$ cat src/tmr_regs.svh
// Purpose: register offsets, field positions, reset values and timing counts of the timer block
// Assumes: APB byte addresses, one aligned 32-bit word per register
// Notes: definitions only
`ifndef TMR_REGS_SVH
`define TMR_REGS_SVH
`define TMR_OFF_COUNT 12'h000
`define TMR_OFF_COMPARE 12'h004
`define TMR_OFF_IMASK 12'h008
`define TMR_OFF_IFLAGS 12'h00c
`define TMR_OFF_SFC 12'h010
`define TMR_OFF_CTRL 12'h014
`define TMR_OFF_GLOBAL 12'h018
`define TMR_OFF_STATUS 12'h01c
`define TMR_BIT_OVF 0
`define TMR_BIT_CMP 1
`define TMR_BIT_PSR 0
`define TMR_BIT_GIE 0
`define TMR_CTRL_CS_LSB 0
`define TMR_CTRL_PC_BIT 3
`define TMR_RST_BYTE 8'h00
`define TMR_RST_CS 3'h0
`define TMR_PRE_W 10
`define TMR_DIV8_MASK 10'h007
`define TMR_DIV64_MASK 10'h03f
`define TMR_DIV256_MASK 10'h0ff
`define TMR_DIV1024_MASK 10'h3ff
`endif

$ cat src/tmr_pkg.sv
// Purpose: types shared by the timer block
// Assumes: nothing
// Notes: constants live in tmr_regs.svh
package tmr_pkg;
    typedef enum logic [2:0] {
        TMR_CS_STOP,
        TMR_CS_DIV1,
        TMR_CS_DIV8,
        TMR_CS_DIV64,
        TMR_CS_DIV256,
        TMR_CS_DIV1024,
        TMR_CS_EXT_FALL,
        TMR_CS_EXT_RISE
    } tmr_cs_type;
    typedef enum logic {
        TMR_DIR_UP,
        TMR_DIR_DOWN
    } tmr_dir_type;
endpackage

$ cat src/tmr_timer0.sv
// Purpose: 8-bit timer counter, compare, flags and shared free-running prescaler
// Assumes: APB slave, one 125 MHz clock, external pin asynchronous
// Notes: waveform modes beyond normal and phase-correct counting are not built here
// Summary of operation
// - software reads and writes count any time
// - count write blocks next tick's compare match
// - compare value continuously compared with count
// - mask bit 1 enables compare interrupt
// - mask bit 0 enables overflow interrupt
// - compare flag set on match, cleared
// - overflow flag set on overflow, cleared
// - phase-correct sets overflow at zero turn
// - one prescaler shared, separate selections
// - select one counts every system clock
// - prescaler taps divide 8,64,256,1024
// - select field encoding stop/div/ext edges
// - prescaler runs freely regardless of selection
// - first tapped tick within 1..N+1 clocks
// - prescaler reset restarts all timers' period
// - pin synchronised then edge detected
// - flops on rising edge, no latch
// - edge detector ticks per selected edge
// - pin edge reaches counter in ~3 clocks
// - external pin clock never prescaled
// - prescaler reset bit self-clears, reads zero
//
// The register offsets and the APB register port are this design's own decisions.
`include "tmr_regs.svh"
`timescale 1ns/1ps
`default_nettype none
module tmr_timer0 (
    input wire logic clock,
    input wire logic resetn,
    input wire logic psel,
    input wire logic penable,
    input wire logic pwrite,
    input wire logic [11:0] paddr,
    input wire logic [31:0] pwdata,
    output logic [31:0] prdata,
    output logic pready,
    output logic pslverr,
    input wire logic externalCountPin,
    input wire logic [2:0] timer1ClockSelect,
    input wire logic compareVectorAck,
    input wire logic overflowVectorAck,
    output logic compareIrq,
    output logic overflowIrq,
    output logic compareMatchPulse,
    output logic timer1Tick,
    output logic prescalerClear
);
    // ------------------------------------------------------------
    // functions
    // ------------------------------------------------------------
    function automatic logic tapTick(input logic [2:0] cs, input logic [9:0] pre,
                                     input logic extRise, input logic extFall);
        logic t;
        t = 1'b0;
        case (tmr_pkg::tmr_cs_type'(cs))
            tmr_pkg::TMR_CS_STOP: t = 1'b0;
            tmr_pkg::TMR_CS_DIV1: t = 1'b1;
            tmr_pkg::TMR_CS_DIV8: t = (pre & `TMR_DIV8_MASK) == `TMR_DIV8_MASK;
            tmr_pkg::TMR_CS_DIV64: t = (pre & `TMR_DIV64_MASK) == `TMR_DIV64_MASK;
            tmr_pkg::TMR_CS_DIV256: t = (pre & `TMR_DIV256_MASK) == `TMR_DIV256_MASK;
            tmr_pkg::TMR_CS_DIV1024: t = (pre & `TMR_DIV1024_MASK) == `TMR_DIV1024_MASK;
            tmr_pkg::TMR_CS_EXT_FALL: t = extFall;
            tmr_pkg::TMR_CS_EXT_RISE: t = extRise;
            default: t = 1'b0;
        endcase
        return t;
    endfunction

    // ------------------------------------------------------------
    // state
    // ------------------------------------------------------------
    // shared free-running prescaler
    logic [9:0] pre_q;
    logic [9:0] pre_d;
    // pin synchroniser and edge history
    logic sync1_q;
    logic sync1_d;
    logic sync2_q;
    logic sync2_d;
    logic pinPrev_q;
    logic pinPrev_d;
    // software visible timer state
    logic [7:0] count_q;
    logic [7:0] count_d;
    logic [7:0] compare_q;
    logic [7:0] compare_d;
    logic [7:0] mask_q;
    logic [7:0] mask_d;
    logic cmpFlag_q;
    logic cmpFlag_d;
    logic ovfFlag_q;
    logic ovfFlag_d;
    logic gie_q;
    logic gie_d;
    logic [2:0] cs_q;
    logic [2:0] cs_d;
    logic pcMode_q;
    logic pcMode_d;
    tmr_pkg::tmr_dir_type dir_q;
    tmr_pkg::tmr_dir_type dir_d;
    // set by a count write, dropped by the next tick
    logic blockCmp_q;
    logic blockCmp_d;
    logic psrPulse_q;
    logic psrPulse_d;
    // bus answer
    logic [31:0] prdata_q;
    logic [31:0] prdata_d;
    logic pready_q;
    logic pready_d;
    logic pslverr_q;
    logic pslverr_d;
    // registered outputs
    logic cmpIrq_q;
    logic cmpIrq_d;
    logic ovfIrq_q;
    logic ovfIrq_d;
    logic cmpPulse_q;
    logic cmpPulse_d;
    logic t1Tick_q;
    logic t1Tick_d;
    logic [2:0] t1Cs_q;
    logic [2:0] t1Cs_d;

    // decoded strobes and events
    logic wrStb;
    logic rdStb;
    logic addrOk;
    logic extRise;
    logic extFall;
    logic tick0;
    logic match;
    logic wrCount;
    logic wrCompare;
    logic wrMask;
    logic wrFlags;
    logic wrSfc;
    logic wrCtrl;
    logic wrGlobal;

    // ------------------------------------------------------------
    // bus decode
    // ------------------------------------------------------------
    always_comb begin
        wrStb = psel && penable && pwrite && !pready_q;
        rdStb = psel && penable && !pwrite && !pready_q;
        addrOk = (paddr == `TMR_OFF_COUNT) || (paddr == `TMR_OFF_COMPARE) ||
                 (paddr == `TMR_OFF_IMASK) || (paddr == `TMR_OFF_IFLAGS) ||
                 (paddr == `TMR_OFF_SFC) || (paddr == `TMR_OFF_CTRL) ||
                 (paddr == `TMR_OFF_GLOBAL) || (paddr == `TMR_OFF_STATUS);
        wrCount = wrStb && paddr == `TMR_OFF_COUNT;
        wrCompare = wrStb && paddr == `TMR_OFF_COMPARE;
        wrMask = wrStb && paddr == `TMR_OFF_IMASK;
        wrFlags = wrStb && paddr == `TMR_OFF_IFLAGS;
        wrSfc = wrStb && paddr == `TMR_OFF_SFC;
        wrCtrl = wrStb && paddr == `TMR_OFF_CTRL;
        wrGlobal = wrStb && paddr == `TMR_OFF_GLOBAL;
    end

    // ------------------------------------------------------------
    // prescaler, pin synchroniser and tick selection
    // ------------------------------------------------------------
    always_comb begin
        psrPulse_d = wrSfc && pwdata[`TMR_BIT_PSR];
        pre_d = psrPulse_q ? 10'h000 : pre_q + 10'h001;
        // sampling on rising edges replaces the half-cycle latch; delay lands at ~3 clocks
        sync1_d = externalCountPin;
        sync2_d = sync1_q;
        pinPrev_d = sync2_q;
        extRise = sync2_q && !pinPrev_q;
        extFall = !sync2_q && pinPrev_q;
        // taps reach all-ones once per period: first tick 1..N+1 clocks after start
        tick0 = tapTick(cs_q, pre_q, extRise, extFall);
        t1Cs_d = timer1ClockSelect;
        t1Tick_d = tapTick(t1Cs_q, pre_q, extRise, extFall);
    end

    // ------------------------------------------------------------
    // counter, compare and flags
    // ------------------------------------------------------------
    always_comb begin
        match = count_q == compare_q;
        count_d = count_q;
        dir_d = dir_q;
        ovfFlag_d = ovfFlag_q;
        cmpFlag_d = cmpFlag_q;
        blockCmp_d = blockCmp_q;
        cmpPulse_d = 1'b0;
        if (tick0) begin
            blockCmp_d = 1'b0;
        end
        if (wrFlags && pwdata[`TMR_BIT_OVF]) begin
            ovfFlag_d = 1'b0;
        end
        if (wrFlags && pwdata[`TMR_BIT_CMP]) begin
            cmpFlag_d = 1'b0;
        end
        if (overflowVectorAck) begin
            ovfFlag_d = 1'b0;
        end
        if (compareVectorAck) begin
            cmpFlag_d = 1'b0;
        end
        if (tick0 && match && !blockCmp_q) begin
            cmpFlag_d = 1'b1;
            cmpPulse_d = 1'b1;
        end
        if (tick0) begin
            if (!pcMode_q) begin
                count_d = count_q + 8'h01;
                dir_d = tmr_pkg::TMR_DIR_UP;
                if (count_q == 8'hff) begin
                    ovfFlag_d = 1'b1;
                end
            end else if (dir_q == tmr_pkg::TMR_DIR_UP) begin
                if (count_q == 8'hff) begin
                    dir_d = tmr_pkg::TMR_DIR_DOWN;
                    count_d = 8'hfe;
                end else begin
                    count_d = count_q + 8'h01;
                end
            end else if (count_q == 8'h00) begin
                dir_d = tmr_pkg::TMR_DIR_UP;
                count_d = 8'h01;
                ovfFlag_d = 1'b1;
            end else begin
                count_d = count_q - 8'h01;
            end
        end
        if (wrCount) begin
            count_d = pwdata[7:0];
            blockCmp_d = 1'b1;
        end
        compare_d = wrCompare ? pwdata[7:0] : compare_q;
        mask_d = wrMask ? pwdata[7:0] : mask_q;
        cs_d = wrCtrl ? pwdata[`TMR_CTRL_CS_LSB +: 3] : cs_q;
        pcMode_d = wrCtrl ? pwdata[`TMR_CTRL_PC_BIT] : pcMode_q;
        gie_d = wrGlobal ? pwdata[`TMR_BIT_GIE] : gie_q;
        cmpIrq_d = gie_q && mask_q[`TMR_BIT_CMP] && cmpFlag_q;
        ovfIrq_d = gie_q && mask_q[`TMR_BIT_OVF] && ovfFlag_q;
    end

    // ------------------------------------------------------------
    // read data and handshake
    // ------------------------------------------------------------
    always_comb begin
        pready_d = psel && penable && !pready_q;
        pslverr_d = psel && penable && !pready_q && !addrOk;
        prdata_d = 32'h0000_0000;
        if (rdStb) begin
            case (paddr)
                `TMR_OFF_COUNT: prdata_d = {24'h000000, count_q};
                `TMR_OFF_COMPARE: prdata_d = {24'h000000, compare_q};
                `TMR_OFF_IMASK: prdata_d = {24'h000000, mask_q};
                `TMR_OFF_IFLAGS: prdata_d = {30'h00000000, cmpFlag_q, ovfFlag_q};
                `TMR_OFF_SFC: prdata_d = 32'h0000_0000;
                `TMR_OFF_CTRL: prdata_d = {28'h0000000, pcMode_q, cs_q};
                `TMR_OFF_GLOBAL: prdata_d = {31'h00000000, gie_q};
                `TMR_OFF_STATUS: prdata_d = {31'h00000000, dir_q == tmr_pkg::TMR_DIR_DOWN};
                default: prdata_d = 32'h0000_0000;
            endcase
        end
    end

    // ------------------------------------------------------------
    // registers
    // ------------------------------------------------------------
    always_ff @(posedge clock or negedge resetn) begin
        if (!resetn) begin
            pre_q <= 10'h000;
            sync1_q <= 1'b0;
            sync2_q <= 1'b0;
            pinPrev_q <= 1'b0;
            count_q <= `TMR_RST_BYTE;
            compare_q <= `TMR_RST_BYTE;
            mask_q <= `TMR_RST_BYTE;
            cmpFlag_q <= 1'b0;
            ovfFlag_q <= 1'b0;
            gie_q <= 1'b0;
            cs_q <= `TMR_RST_CS;
            pcMode_q <= 1'b0;
            dir_q <= tmr_pkg::TMR_DIR_UP;
            blockCmp_q <= 1'b0;
            psrPulse_q <= 1'b0;
            prdata_q <= 32'h0000_0000;
            pready_q <= 1'b0;
            pslverr_q <= 1'b0;
            cmpIrq_q <= 1'b0;
            ovfIrq_q <= 1'b0;
            cmpPulse_q <= 1'b0;
            t1Tick_q <= 1'b0;
            t1Cs_q <= `TMR_RST_CS;
        end else begin
            pre_q <= pre_d;
            sync1_q <= sync1_d;
            sync2_q <= sync2_d;
            pinPrev_q <= pinPrev_d;
            count_q <= count_d;
            compare_q <= compare_d;
            mask_q <= mask_d;
            cmpFlag_q <= cmpFlag_d;
            ovfFlag_q <= ovfFlag_d;
            gie_q <= gie_d;
            cs_q <= cs_d;
            pcMode_q <= pcMode_d;
            dir_q <= dir_d;
            blockCmp_q <= blockCmp_d;
            psrPulse_q <= psrPulse_d;
            prdata_q <= prdata_d;
            pready_q <= pready_d;
            pslverr_q <= pslverr_d;
            cmpIrq_q <= cmpIrq_d;
            ovfIrq_q <= ovfIrq_d;
            cmpPulse_q <= cmpPulse_d;
            t1Tick_q <= t1Tick_d;
            t1Cs_q <= t1Cs_d;
        end
    end

    always_comb begin
        prdata = prdata_q;
        pready = pready_q;
        pslverr = pslverr_q;
        compareIrq = cmpIrq_q;
        overflowIrq = ovfIrq_q;
        compareMatchPulse = cmpPulse_q;
        timer1Tick = t1Tick_q;
        prescalerClear = psrPulse_q;
    end
endmodule
`default_nettype wire

$ cat config.mk
export PLATFORM = sky130hd
export DESIGN_NAME = tmr_timer0
export DESIGN_NICKNAME = d
export VERILOG_FILES = /design/src/tmr_pkg.sv /design/src/tmr_timer0.sv
export VERILOG_INCLUDE_DIRS = /design/src
export SDC_FILE = /design/constraint.sdc
export NUM_CORES = 1
export LEC_CHECK = 0
export BUFFER_PORTS_ARGS = -buffer_cell sky130_fd_sc_hd__buf_2
export CAP_MARGIN = 20
export CORE_ASPECT_RATIO = 0.7
export CORE_MARGIN = 2
export CORE_UTILIZATION = 45
export DETAILED_ROUTE_END_ITERATION = 7
export GPL_ROUTABILITY_DRIVEN = 0
export GPL_TIMING_DRIVEN = 0
export PLACE_DENSITY = 0.69
export SYNTH_ARGS = -nofsm -noshare
export SYNTH_HDL_FRONTEND = slang
export SYNTH_SLANG_ARGS = --single-unit
export TNS_END_PERCENT = 30
$ cat constraint.sdc
create_clock -name clock -period 2.2 [get_ports clock]
set_input_delay 0.22 -clock clock [delete_from_list [all_inputs] [get_ports clock]]
set_output_delay 0.22 -clock clock [all_outputs]
set_load 0.03 [all_outputs]
After elaboration in Yosys (flattened, before gate mapping)
Cells that the tools add are included.
{ "word_totals": {"reg_bits": 88, "in_bits": 55, "out_inout_bits": 39} }
{ "classes": {"n_addsub": 3, "eq_ne": 27, "muxes": 28, "n_reduce_logical": 44} }
{ "ops": {"columns": ["op", "n"], "rows": [
  ["8-bit one-hot mux with 7 select lines", 1],
  ["12-bit by 5-bit equality test with 1-bit output, second input constant", 4],
  ["8-bit two-way mux", 6],
  ["32-bit two-way mux", 1],
  ["3-bit equality test, second input constant", 9],
  ["1-bit logical AND", 25],
  ["12-bit by 4-bit equality test with 1-bit output, second input constant", 2],
  ["1-bit two-way mux", 17],
  ["8-bit equality test, second input constant", 2],
  ["1-bit one-hot mux with 8 select lines", 2],
  ["12-bit by 3-bit equality test with 1-bit output, second input constant", 1],
  ["3-bit by 2-bit equality test with 1-bit output, second input constant", 4],
  ["12-bit logical NOT", 1],
  ["10-bit by 1-bit adder with 10-bit output, second input constant", 1],
  ["10-bit equality test, second input constant", 1],
  ["10-bit two-way mux", 1],
  ["8-bit by 1-bit adder with 8-bit output, second input constant", 1],
  ["8-bit equality test", 1],
  ["8-bit logical NOT", 1],
  ["8-bit by 1-bit subtractor with 8-bit output, second input constant", 1],
  ["1-bit logical OR", 7],
  ["3-bit by 1-bit equality test with 1-bit output, second input constant", 2],
  ["6-bit equality test, second input constant", 1],
  ["1-bit logical NOT", 6],
  ["other kinds (3)", 4]
]} }

Logic depth before layout (Yosys ltp)
Gate-level depths: netlist (run 1).
{ "logic_depth": {"ltp_word": 11, "mapped_depth": 8, "depth_no_buf": 7} }

Worst setup path after synthesis (run 1)
No wires, ideal clock.
{ "synth_timing": {"path_kind": "flip-flop to flip-flop", "from": "register count_q[1]", "to": "register count_q[1]", "t_arrival_ns": 1.833, "required_time_ns": 2.068, "path_slack_ns": 0.235, "stages_incl_launch_ff": 9, "period_less_slack_ns": 1.965, "cell_sequence": "dfrtp_1 -> clkbuf_1 -> inv_1 -> ha_1 -> or4b_4 -> o21ai_2 -> a21oi_1 -> a211oi_1 -> o22ai_1"} }
{ "synth_via": {"elab_chain_cells": 6, "elab_cells_between_ends": 10, "classes_between": "2 x add/sub; 1 x eq/ne; 6 x mux; 1 x reduce/logical"} }
{ "synth_rtl": {"columns": ["element", "line", "text"], "rows": [
  ["start: declaration", "tmr_timer0.sv:87", "logic [7:0] count_q;"],
  ["start signal: assignment", "tmr_timer0.sv:278", "count_q <= `TMR_RST_BYTE;"],
  ["start signal: assignment", "tmr_timer0.sv:302", "count_q <= count_d;"],
  ["8-bit by 1-bit adder with 8-bit output (tied with other cells)", "tmr_timer0.sv:214, tmr_timer0.sv:224", null],
  ["8-bit two-way mux (on tied branches)", "tmr_timer0.sv:220, tmr_timer0.sv:226", null],
  ["8-bit two-way mux", "tmr_timer0.sv:219", "end else if (dir_q == tmr_pkg::TMR_DIR_UP) begin"],
  ["8-bit two-way mux *", "tmr_timer0.sv:213", "if (!pcMode_q) begin"],
  ["8-bit two-way mux *", "tmr_timer0.sv:212", "if (tick0) begin"],
  ["8-bit two-way mux *", "tmr_timer0.sv:234", "if (wrCount) begin"]
]} }
Mark *: on every way between the ends. The rest lies on a longest branch, timed or not. The select of a mux whose other input is x is not followed.
A chain may end at the register's enable or synchronous reset.

Worst setup path after layout (run 1)
Same ends and word-level chain as after synthesis.

==> results.cfg, run 1 <==
[floorplanning]
dieArea_sq_um = 8940
num_rows = 27
initial_core_util_pct = 46.6
coreArea_sq_um = 7910
fp.dieH_microns = 79.7
pin_count = 94
die_width_microns = 112

[drt]
wl_microns = 8770
first_pass_iters = 4
drt-initial-drc-count = 136
via_count = 2915
wl_per_cell_microns = 15.9
drc = 0
ant_nets = 0
via_per_inst = 5.29

[critical_path]
cp_data_arrival_time_ps = 2320
end_kind = flop
required_ps = 2400
critPathMaxFanout = 8
startpoint_type = flop
crit_type = reg -> reg
r2r_slack_ps = 80

[power_and_ir_drop]
cellLeakagePower_nw = 2.19
vdd_drop_max_mv = 0.501
power.density_nw_per_um2 = 659

[global_route]
grt_usage_pct = 20.2
grt_pass1_wl_microns = 14000
antenna_found_initial = 0
grt_max_degree = 65
grt_pass1_vias = 2727
grt_overflow = 0

[cts]
cts_max_level = 3
cts.clk_slew.worst_paths_ps = 60
clock_latency_ps = 330
root_buffer = clkbuf_16
clock_path_buffers = 2
cts_made_buffers = 9
cts_tree = built
cts_sinks = 64

[timing]
setup_viol = 0
fin_crit_sh_pct = 96.2
hold_ws_ps = -13.6
drv_slew = 0
tightest_slew_ps = 799
rsz0062_at_grt = yes
fin_crit_ps = 2120
max_freq_mhz = 472
maxSlewHeadroom_pct = 46.7
setup_slack_ps = 83.2
final_hold_viol_count = 30
skew_ps = 8.62

[cells_and_area]
nNetsFinal = 505
final_cell_count_no_fill = 551
syn_to_final_growth_pct = 23.5
layout-drive-gt1-share_pct = 32.9
antenna_cells = 0

[logic_synthesis]
synth_edf_count = 0
ys_ff_latch = 64
syn_area_sq_um = 3680
yosys-top-cells-area = dfrtp_1 (43%), mux2_2 (6.7%), buf_4 (5.7%)
syn_inst = 361
ys_warn_count = 0
synth_top_area_share_pct = 43.5
syn_avg_cell_area_sq_um = 10.2
async_flop_share_pct = 100
yosysMostFrequentCell = dfrtp_1
synth_flop_cell = dfrtp_1
yosysTopAreaCell = dfrtp_1
synth.distinct_cells = 64
synthTopCellsByCount = dfrtp_1 (64), buf_4 (28), nor2_1 (27)
yosysSeqAreaShare_pct = 43.5

[placed_design]
post-place-ws_ps = -55.1
io_buffers = 43
hpwl_microns = 6310
post-place-cells = 528

[flow_run]
drv_cap = 0

[run_status]
status = finished, violations left
failed_checks = negative hold slack

[hold_path]
holdCritPathClass = in -> async
## cell usage in the layout (no fill, tap or decap), types with 3 or more instances in the layout
master | netlist | layout
a21oi_1 | 16 | 14
a21oi_2 | 1 | 3
a31oi_1 | 5 | 5
and2_1 | 4 | 4
and3_1 | 8 | 8
buf_2 | 4 | 46
buf_4 | 28 | 33
clkbuf_1 | 10 | 10
clkbuf_16 | 0 | 9
conb_1 | 1 | 24
dfrtp_1 | 64 | 63
dlygate4sd3_1 | 0 | 4
inv_1 | 9 | 8
mux2_2 | 22 | 22
mux2i_1 | 10 | 10
nand2_1 | 16 | 16
nand2b_1 | 6 | 6
nand3_1 | 16 | 16
nand4_1 | 5 | 5
nor2_1 | 27 | 27
nor2b_1 | 5 | 5
nor3_1 | 10 | 10
o2111ai_1 | 3 | 3
o21ai_0 | 14 | 14
o21ai_1 | 5 | 4
o22ai_1 | 3 | 3
or3_1 | 4 | 4
xnor2_1 | 6 | 6
xor2_1 | 8 | 8
## critical path, cell delays in order, from the launching register on
cell and delay (ps):
dfrtp_1 380, buf_4 180, inv_2 70, ha_2 180, or4b_4 520, o21ai_4 270
a21oi_2 100, a211oi_2 190, o22ai_1 100
## kinds of logic (layout without fill, tap and decap cells)
group                      after synthesis  after routing  synth area share [%]
other                                    1             24                 0.102
AOI/OAI and AO/OA                       69             69                  13.1
buffers and inverters                   52            118                  8.29
and+or+nand+nor                        122            122                  19.3
adders and majority gates                5              5                  1.70
xor gates and xnor gates                14             14                  3.33
DFF                                     64             64                  43.5
muxes                                   34             34                  10.7
## metal layers
metal	vias to the layer above	global-route usage, %	part of all wire [%]
met5	-	0	0
met4	0	6.34	1.5
met3	14	4.71	7.0
met2	100	27.2	40
met1	1381	31.5	51
li1	1420	-	-
## sequential cells by signal, indices dropped and copies added (netlist names), 3 cells and up
name / count
pre_q: 10
compare_q: 8
count_q: 8
mask_q: 8
prdata: 8
cs_q: 3
t1Cs_q: 3
## final timing paths
path	to	depth (start not counted)	startpoint
setup / recovery	count_q[1]	8	count_q[1]
hold / removal	blockCmp_q	1	resetn
setup reg to reg	count_q[1]	8	count_q[1]
hold reg to reg	pinPrev_d	0	sync1_q
max in group asynchronous	count_q[0]	1	resetn
min in group clock	count_q[7]	3	pwdata[7]
## through the flow
step	setup TNS, ps	total power, mW	cell area [sq um]	util, %	hold WS, ps
CTS	0	3.02	4460	56.4	19.9
global route	-49.6	3.11	4550	57.5	52.6
floorplan	0	1.50	3770	-	-75.6
detailed placement	-124	1.60	4110	52.0	330
global placement	-13.3	1.59	4110	52.0	329
finish	0	3.00	4550	57.5	-13.6
## final cells by class
type                            count  area [sq um]
Sequential cell                    64          1600
Fill cell                         699          3360
Tap cell                          101           126
Inverter                            9          33.8
Clock buffer                       11           243
Timing Repair Buffer               50           280
Multi-Input combinational cell    268          1930
Clock inverter                      5          56.3
Buffer                             43           275
## where the power goes
| group | switching [mW] | leakage, nW | internal, mW |
|---|---|---|---|
| logic | 0.191 | 1.20 | 0.116 |
| clock network | 0.503 | 0.145 | 0.905 |
| registers | 0.0595 | 0.847 | 1.23 |
## repair_timing
action,CTS,global route
buffers inserted,0,3
gates cloned,0,0
pin swaps,0,7
hold buffers,4,0
endpoints found under the setup margin,5,18
endpoints found under the hold margin,4,0
resized for setup,2,17
Power figures use the tool's default switching activity.
==> run 2, diff against run 1 <==
- PLACE_DENSITY: 0.69 -> 0.72
- clock period: 2.2 -> 1.9 ns (I/O delays scaled with it)
==> results.cfg, run 2 (synthesis results as in run 1) <==
[run_status]
status = finished, violations left
failed_checks = negative setup slack

[timing]
final_hold_viol_count = 0
drv_slew = 0
fin_crit_ps = 1980
rsz0062_at_grt = yes
tightest_slew_ps = 734
fin_crit_sh_pct = 104
hold_ws_ps = 114
skew_ps = 4.09
setup_viol = 8
setup_slack_ps = -80.1
maxSlewHeadroom_pct = 51.1
max_freq_mhz = 505
fin_tns_setup_ps = -347

[drt]
drc = 0
drt-initial-drc-count = 263
wl_per_cell_microns = 17.0
via_count = 3169
first_pass_iters = 5
wl_microns = 9600
ant_nets = 0
via_per_inst = 5.60

[floorplanning]
num_rows = 27
coreArea_sq_um = 7910
die_width_microns = 112
fp.dieH_microns = 79.7
initial_core_util_pct = 46.6
pin_count = 94
dieArea_sq_um = 8940

[critical_path]
startpoint_type = flop
r2r_start = pre_q[1]
reg2reg_depth = 7
end_kind = flop
critPathMaxFanout = 5
cp_data_arrival_time_ps = 2200
crit_path_start = pre_q[1]
crit_type = reg -> reg
required_ps = 2120

[cells_and_area]
post-route-util_pct = 61.5
antenna_cells = 0
nNetsFinal = 520
largest_reg_flops = 10
regMostFlops = pre_q
layout_common_cells = dfrtp_1 (63), buf_2 (46), buf_4 (43)
layout_commonest_cell = dfrtp_1
layout-drive-gt1-share_pct = 38.5
final_cell_count_no_fill = 566
syn_to_final_growth_pct = 32.0
nFillCells = 627

[global_route]
antenna_found_initial = 0
grt_pass1_vias = 3003
grt_pass1_wl_microns = 15400
grt_usage_pct = 22.1
grt_overflow = 0
grt_max_degree = 35

[cts]
clock_path_buffers = 2
clock_latency_ps = 330
root_buffer = clkbuf_16
cts.clk_slew.worst_paths_ps = 60
cts_made_buffers = 9
cts_tree = built
cts_max_level = 3
cts_sinks = 64

[power_and_ir_drop]
p_sw_mw = 0.932
clock_power_share_pct = 49.4
swShare_pct = 25.3
p_int_mw = 2.75
vdd_drop_max_mv = 0.535
cellLeakagePower_nw = 2.28
power.density_nw_per_um2 = 758
seqPwrFrac_pct = 40.4
combPwrFrac_pct = 10.2

[placed_design]
hpwl_microns = 6510
post-place-ws_ps = -273
post-place-cells = 529
io_buffers = 43

[hold_path]
min_path_cells = 3
hold_start = pwdata[7]
holdCritPathClass = in -> reg

[flow_run]
drv_cap = 0
==> run 2: repair_timing <==
action,in CTS,in global routing
gates cloned,1,1
pin swaps,16,10
hold buffers,5,0
endpoints found under the hold margin,34,0
endpoints found under the setup margin,23,32
buffers inserted,11,4
gates resized for setup,34,22
==> run 2: path summary, 6_finish.rpt <==
kind                               to  slack (ps)
min in group asynchronous   prdata[6]         450
max in group asynchronous  count_q[0]         790
setup reg to reg           count_q[3]         -80
hold reg to reg             pinPrev_d         350
hold / removal             count_q[7]         110
setup / recovery           count_q[3]         -80
==> run 2: area by class of cell <==
type	count	area [sq um]	share of cell area, %
buffer	42	285	5.87
clock buffer	10	239	4.92
clock inverter	6	91.3	1.88
inverter	9	38.8	0.798
multi-input combinational	269	2070	42.6
sequential	64	1600	33.0
tap	101	126	2.60
timing repair buffer	65	409	8.41
==> run 2: power by group through the flow <==
stage	registers (mW)	clock network [mW]	logic, mW
floorplan	1.50	0	0.232
global placement	1.51	0	0.332
detailed placement	1.51	0	0.348
CTS	1.49	1.84	0.368
global route	1.50	1.91	0.411
finish	1.49	1.82	0.376
==> run 2: worst max-delay path: stages, from the launching register on <==
cell,delay [ps]
dfrtp_1,390
ha_4,170
nand4_4,160
o41ai_4,400
buf_4,190
o211ai_4,160
nor4_2,320
o21ai_1,80
==> run 2: stage by stage <==
stage / instance area [sq um] / total power [mW]
after global placement: 4120 / 1.84
after global routing: 4860 / 3.82
after CTS: 4770 / 3.69
final: 4860 / 3.69
after floorplan: 3780 / 1.73
after detailed placement: 4140 / 1.86
==> run 2: metal layers <==
metal | track usage, % | wire [microns]
met5 | 0 | 0
met2 | 33.1 | 4160
met4 | 5.85 | 150
met1 | 31.5 | 4370
met3 | 6.61 | 915
==> run 3, diff against run 2 <==
- PLACE_DENSITY: 0.72 -> 0.77
==> results.cfg, run 3 (synthesis results as in run 1) <==
[global_route]
grt_max_degree = 41
grt_pass1_vias = 2758
use_met1_pct = 31.1
met3_usage_pct = 8.12
grt_overflow = 0
grt_pass1_wl_microns = 14500
grtUsageMet2_pct = 28.9
grt_usage_pct = 21.3
antenna_found_initial = 0
busiest_layer = met1

[critical_path]
crit_type = reg -> reg
reg2reg_depth = 7
cp_data_arrival_time_ps = 2170
end_kind = flop
r2r_slack_ps = -60
required_ps = 2110
startpoint_type = flop
critPathMaxFanout = 5

[drt]
via_count = 3116
wl_microns = 9020
first_pass_iters = 5
ant_nets = 0
drc = 0
via_per_inst = 5.52
drt-initial-drc-count = 255
wl_per_cell_microns = 16.0

[cells_and_area]
largest_reg_flops = 10
nNetsFinal = 518
syn_to_final_growth_pct = 28.3
layout-drive-gt1-share_pct = 36.7
layout_commonest_cell = dfrtp_1
antenna_cells = 0
layout_common_cells = dfrtp_1 (63), buf_2 (47), buf_4 (41)
regMostFlops = pre_q
finalInstanceArea_sq_um = 4720

[cts]
clock_path_buffers = 2
cts_sinks = 64
cts_tree = built
cts_made_buffers = 9
cts_max_level = 3
root_buffer = clkbuf_16
clock_latency_ps = 340
cts.clk_slew.worst_paths_ps = 50

[floorplanning]
die_width_microns = 112
dieArea_sq_um = 8940
num_rows = 27
pin_count = 94
initial_core_util_pct = 46.6
coreArea_sq_um = 7910
fp.dieH_microns = 79.7

[timing]
drv_slew = 0
skew_ps = 5.40
maxSlewHeadroom_pct = 62.2
tightest_slew_ps = 567
max_freq_mhz = 509
final_hold_viol_count = 0
hold_ws_ps = 115
fin_crit_ps = 1960
setup_viol = 6
rsz0062_at_grt = yes
setup_slack_ps = -63.0
fin_crit_sh_pct = 103

[placed_design]
postPlaceCellArea_sq_um = 4140
io_buffers = 43
hpwl_microns = 6320

[power_and_ir_drop]
cellLeakagePower_nw = 2.24
power.density_nw_per_um2 = 706
vdd_drop_max_mv = 0.670

[flow_run]
drv_cap = 0

[hold_path]
min_path_cells = 3
holdCritPathClass = in -> reg

[run_status]
failed_checks = negative setup slack
status = finished, violations left
run 3: cell count changes in the layout (fill, tap and decap cells not counted), sizes merged:
| cell | delta |
|---|---|
| o211ai | -1 |
| bufinv | -2 |
| inv | -1 |
| clkinv | +1 |
| clkbuf | +1 |
run 3: worst paths after layout:
path                             from      endpoint
setup / recovery           count_q[0]    count_q[1]
hold / removal              pwdata[6]    count_q[6]
setup reg to reg           count_q[0]    count_q[1]
hold reg to reg               sync1_q     pinPrev_d
max in group asynchronous      resetn    count_q[0]
min in group asynchronous      resetn  compare_q[5]
run 3: layout make-up:
class,count,area (sq um)
tap,101,126
inverter,9,36.3
clock buffer,12,246
timing repair buffer,64,402
fill,681,3180
sequential,64,1600
clock inverter,4,20.0
buffer,42,282
multi-input combinational,268,2010
run 3: layer usage:
metal	share of wire, %	wire length, microns
met1	46	4160
met3	11	1010
met2	41	3690
met5	0	0
met4	1.6	146
run 3: per-stage QoR:
stage | setup TNS, ps | std cells | util, % | power, mW | setup slack [ps]
after global routing | -943 | 564 | 59.8 | 3.48 | -163
after detailed placement | -3940 | 529 | 52.4 | 1.85 | -269
after floorplan | -35.2 | 384 | - | 1.73 | -18.7
final | -237 | 564 | 59.8 | 3.34 | -63.0
after CTS | -195 | 560 | 58.8 | 3.37 | -56.9
after global placement | -3060 | 528 | 52.1 | 1.84 | -224
run 3: power breakdown:
part / internal, mW / leakage, nW / switching [mW]
Sequential: 1.42 / 0.847 / 0.0665
Clock: 0.907 / 0.136 / 0.571
Combinational: 0.145 / 1.26 / 0.227
run 3: worst max-delay path, stage by stage, from the launching register on:
cell and delay (ps):
dfrtp_2 440, inv_2 120, ha_4 140, or4b_4 520, o21ai_4 240, a21oi_1 120
a211oi_2 160, o22ai_1 100
run 3: timing repair:
action	4_1_cts	5_1_grt
buffers inserted	9	5
pin swaps	12	5
resized for setup	26	16
endpoints found under the hold margin	28	0
setup endpoints to repair	23	21
gates cloned	1	0
hold buffers	5	0
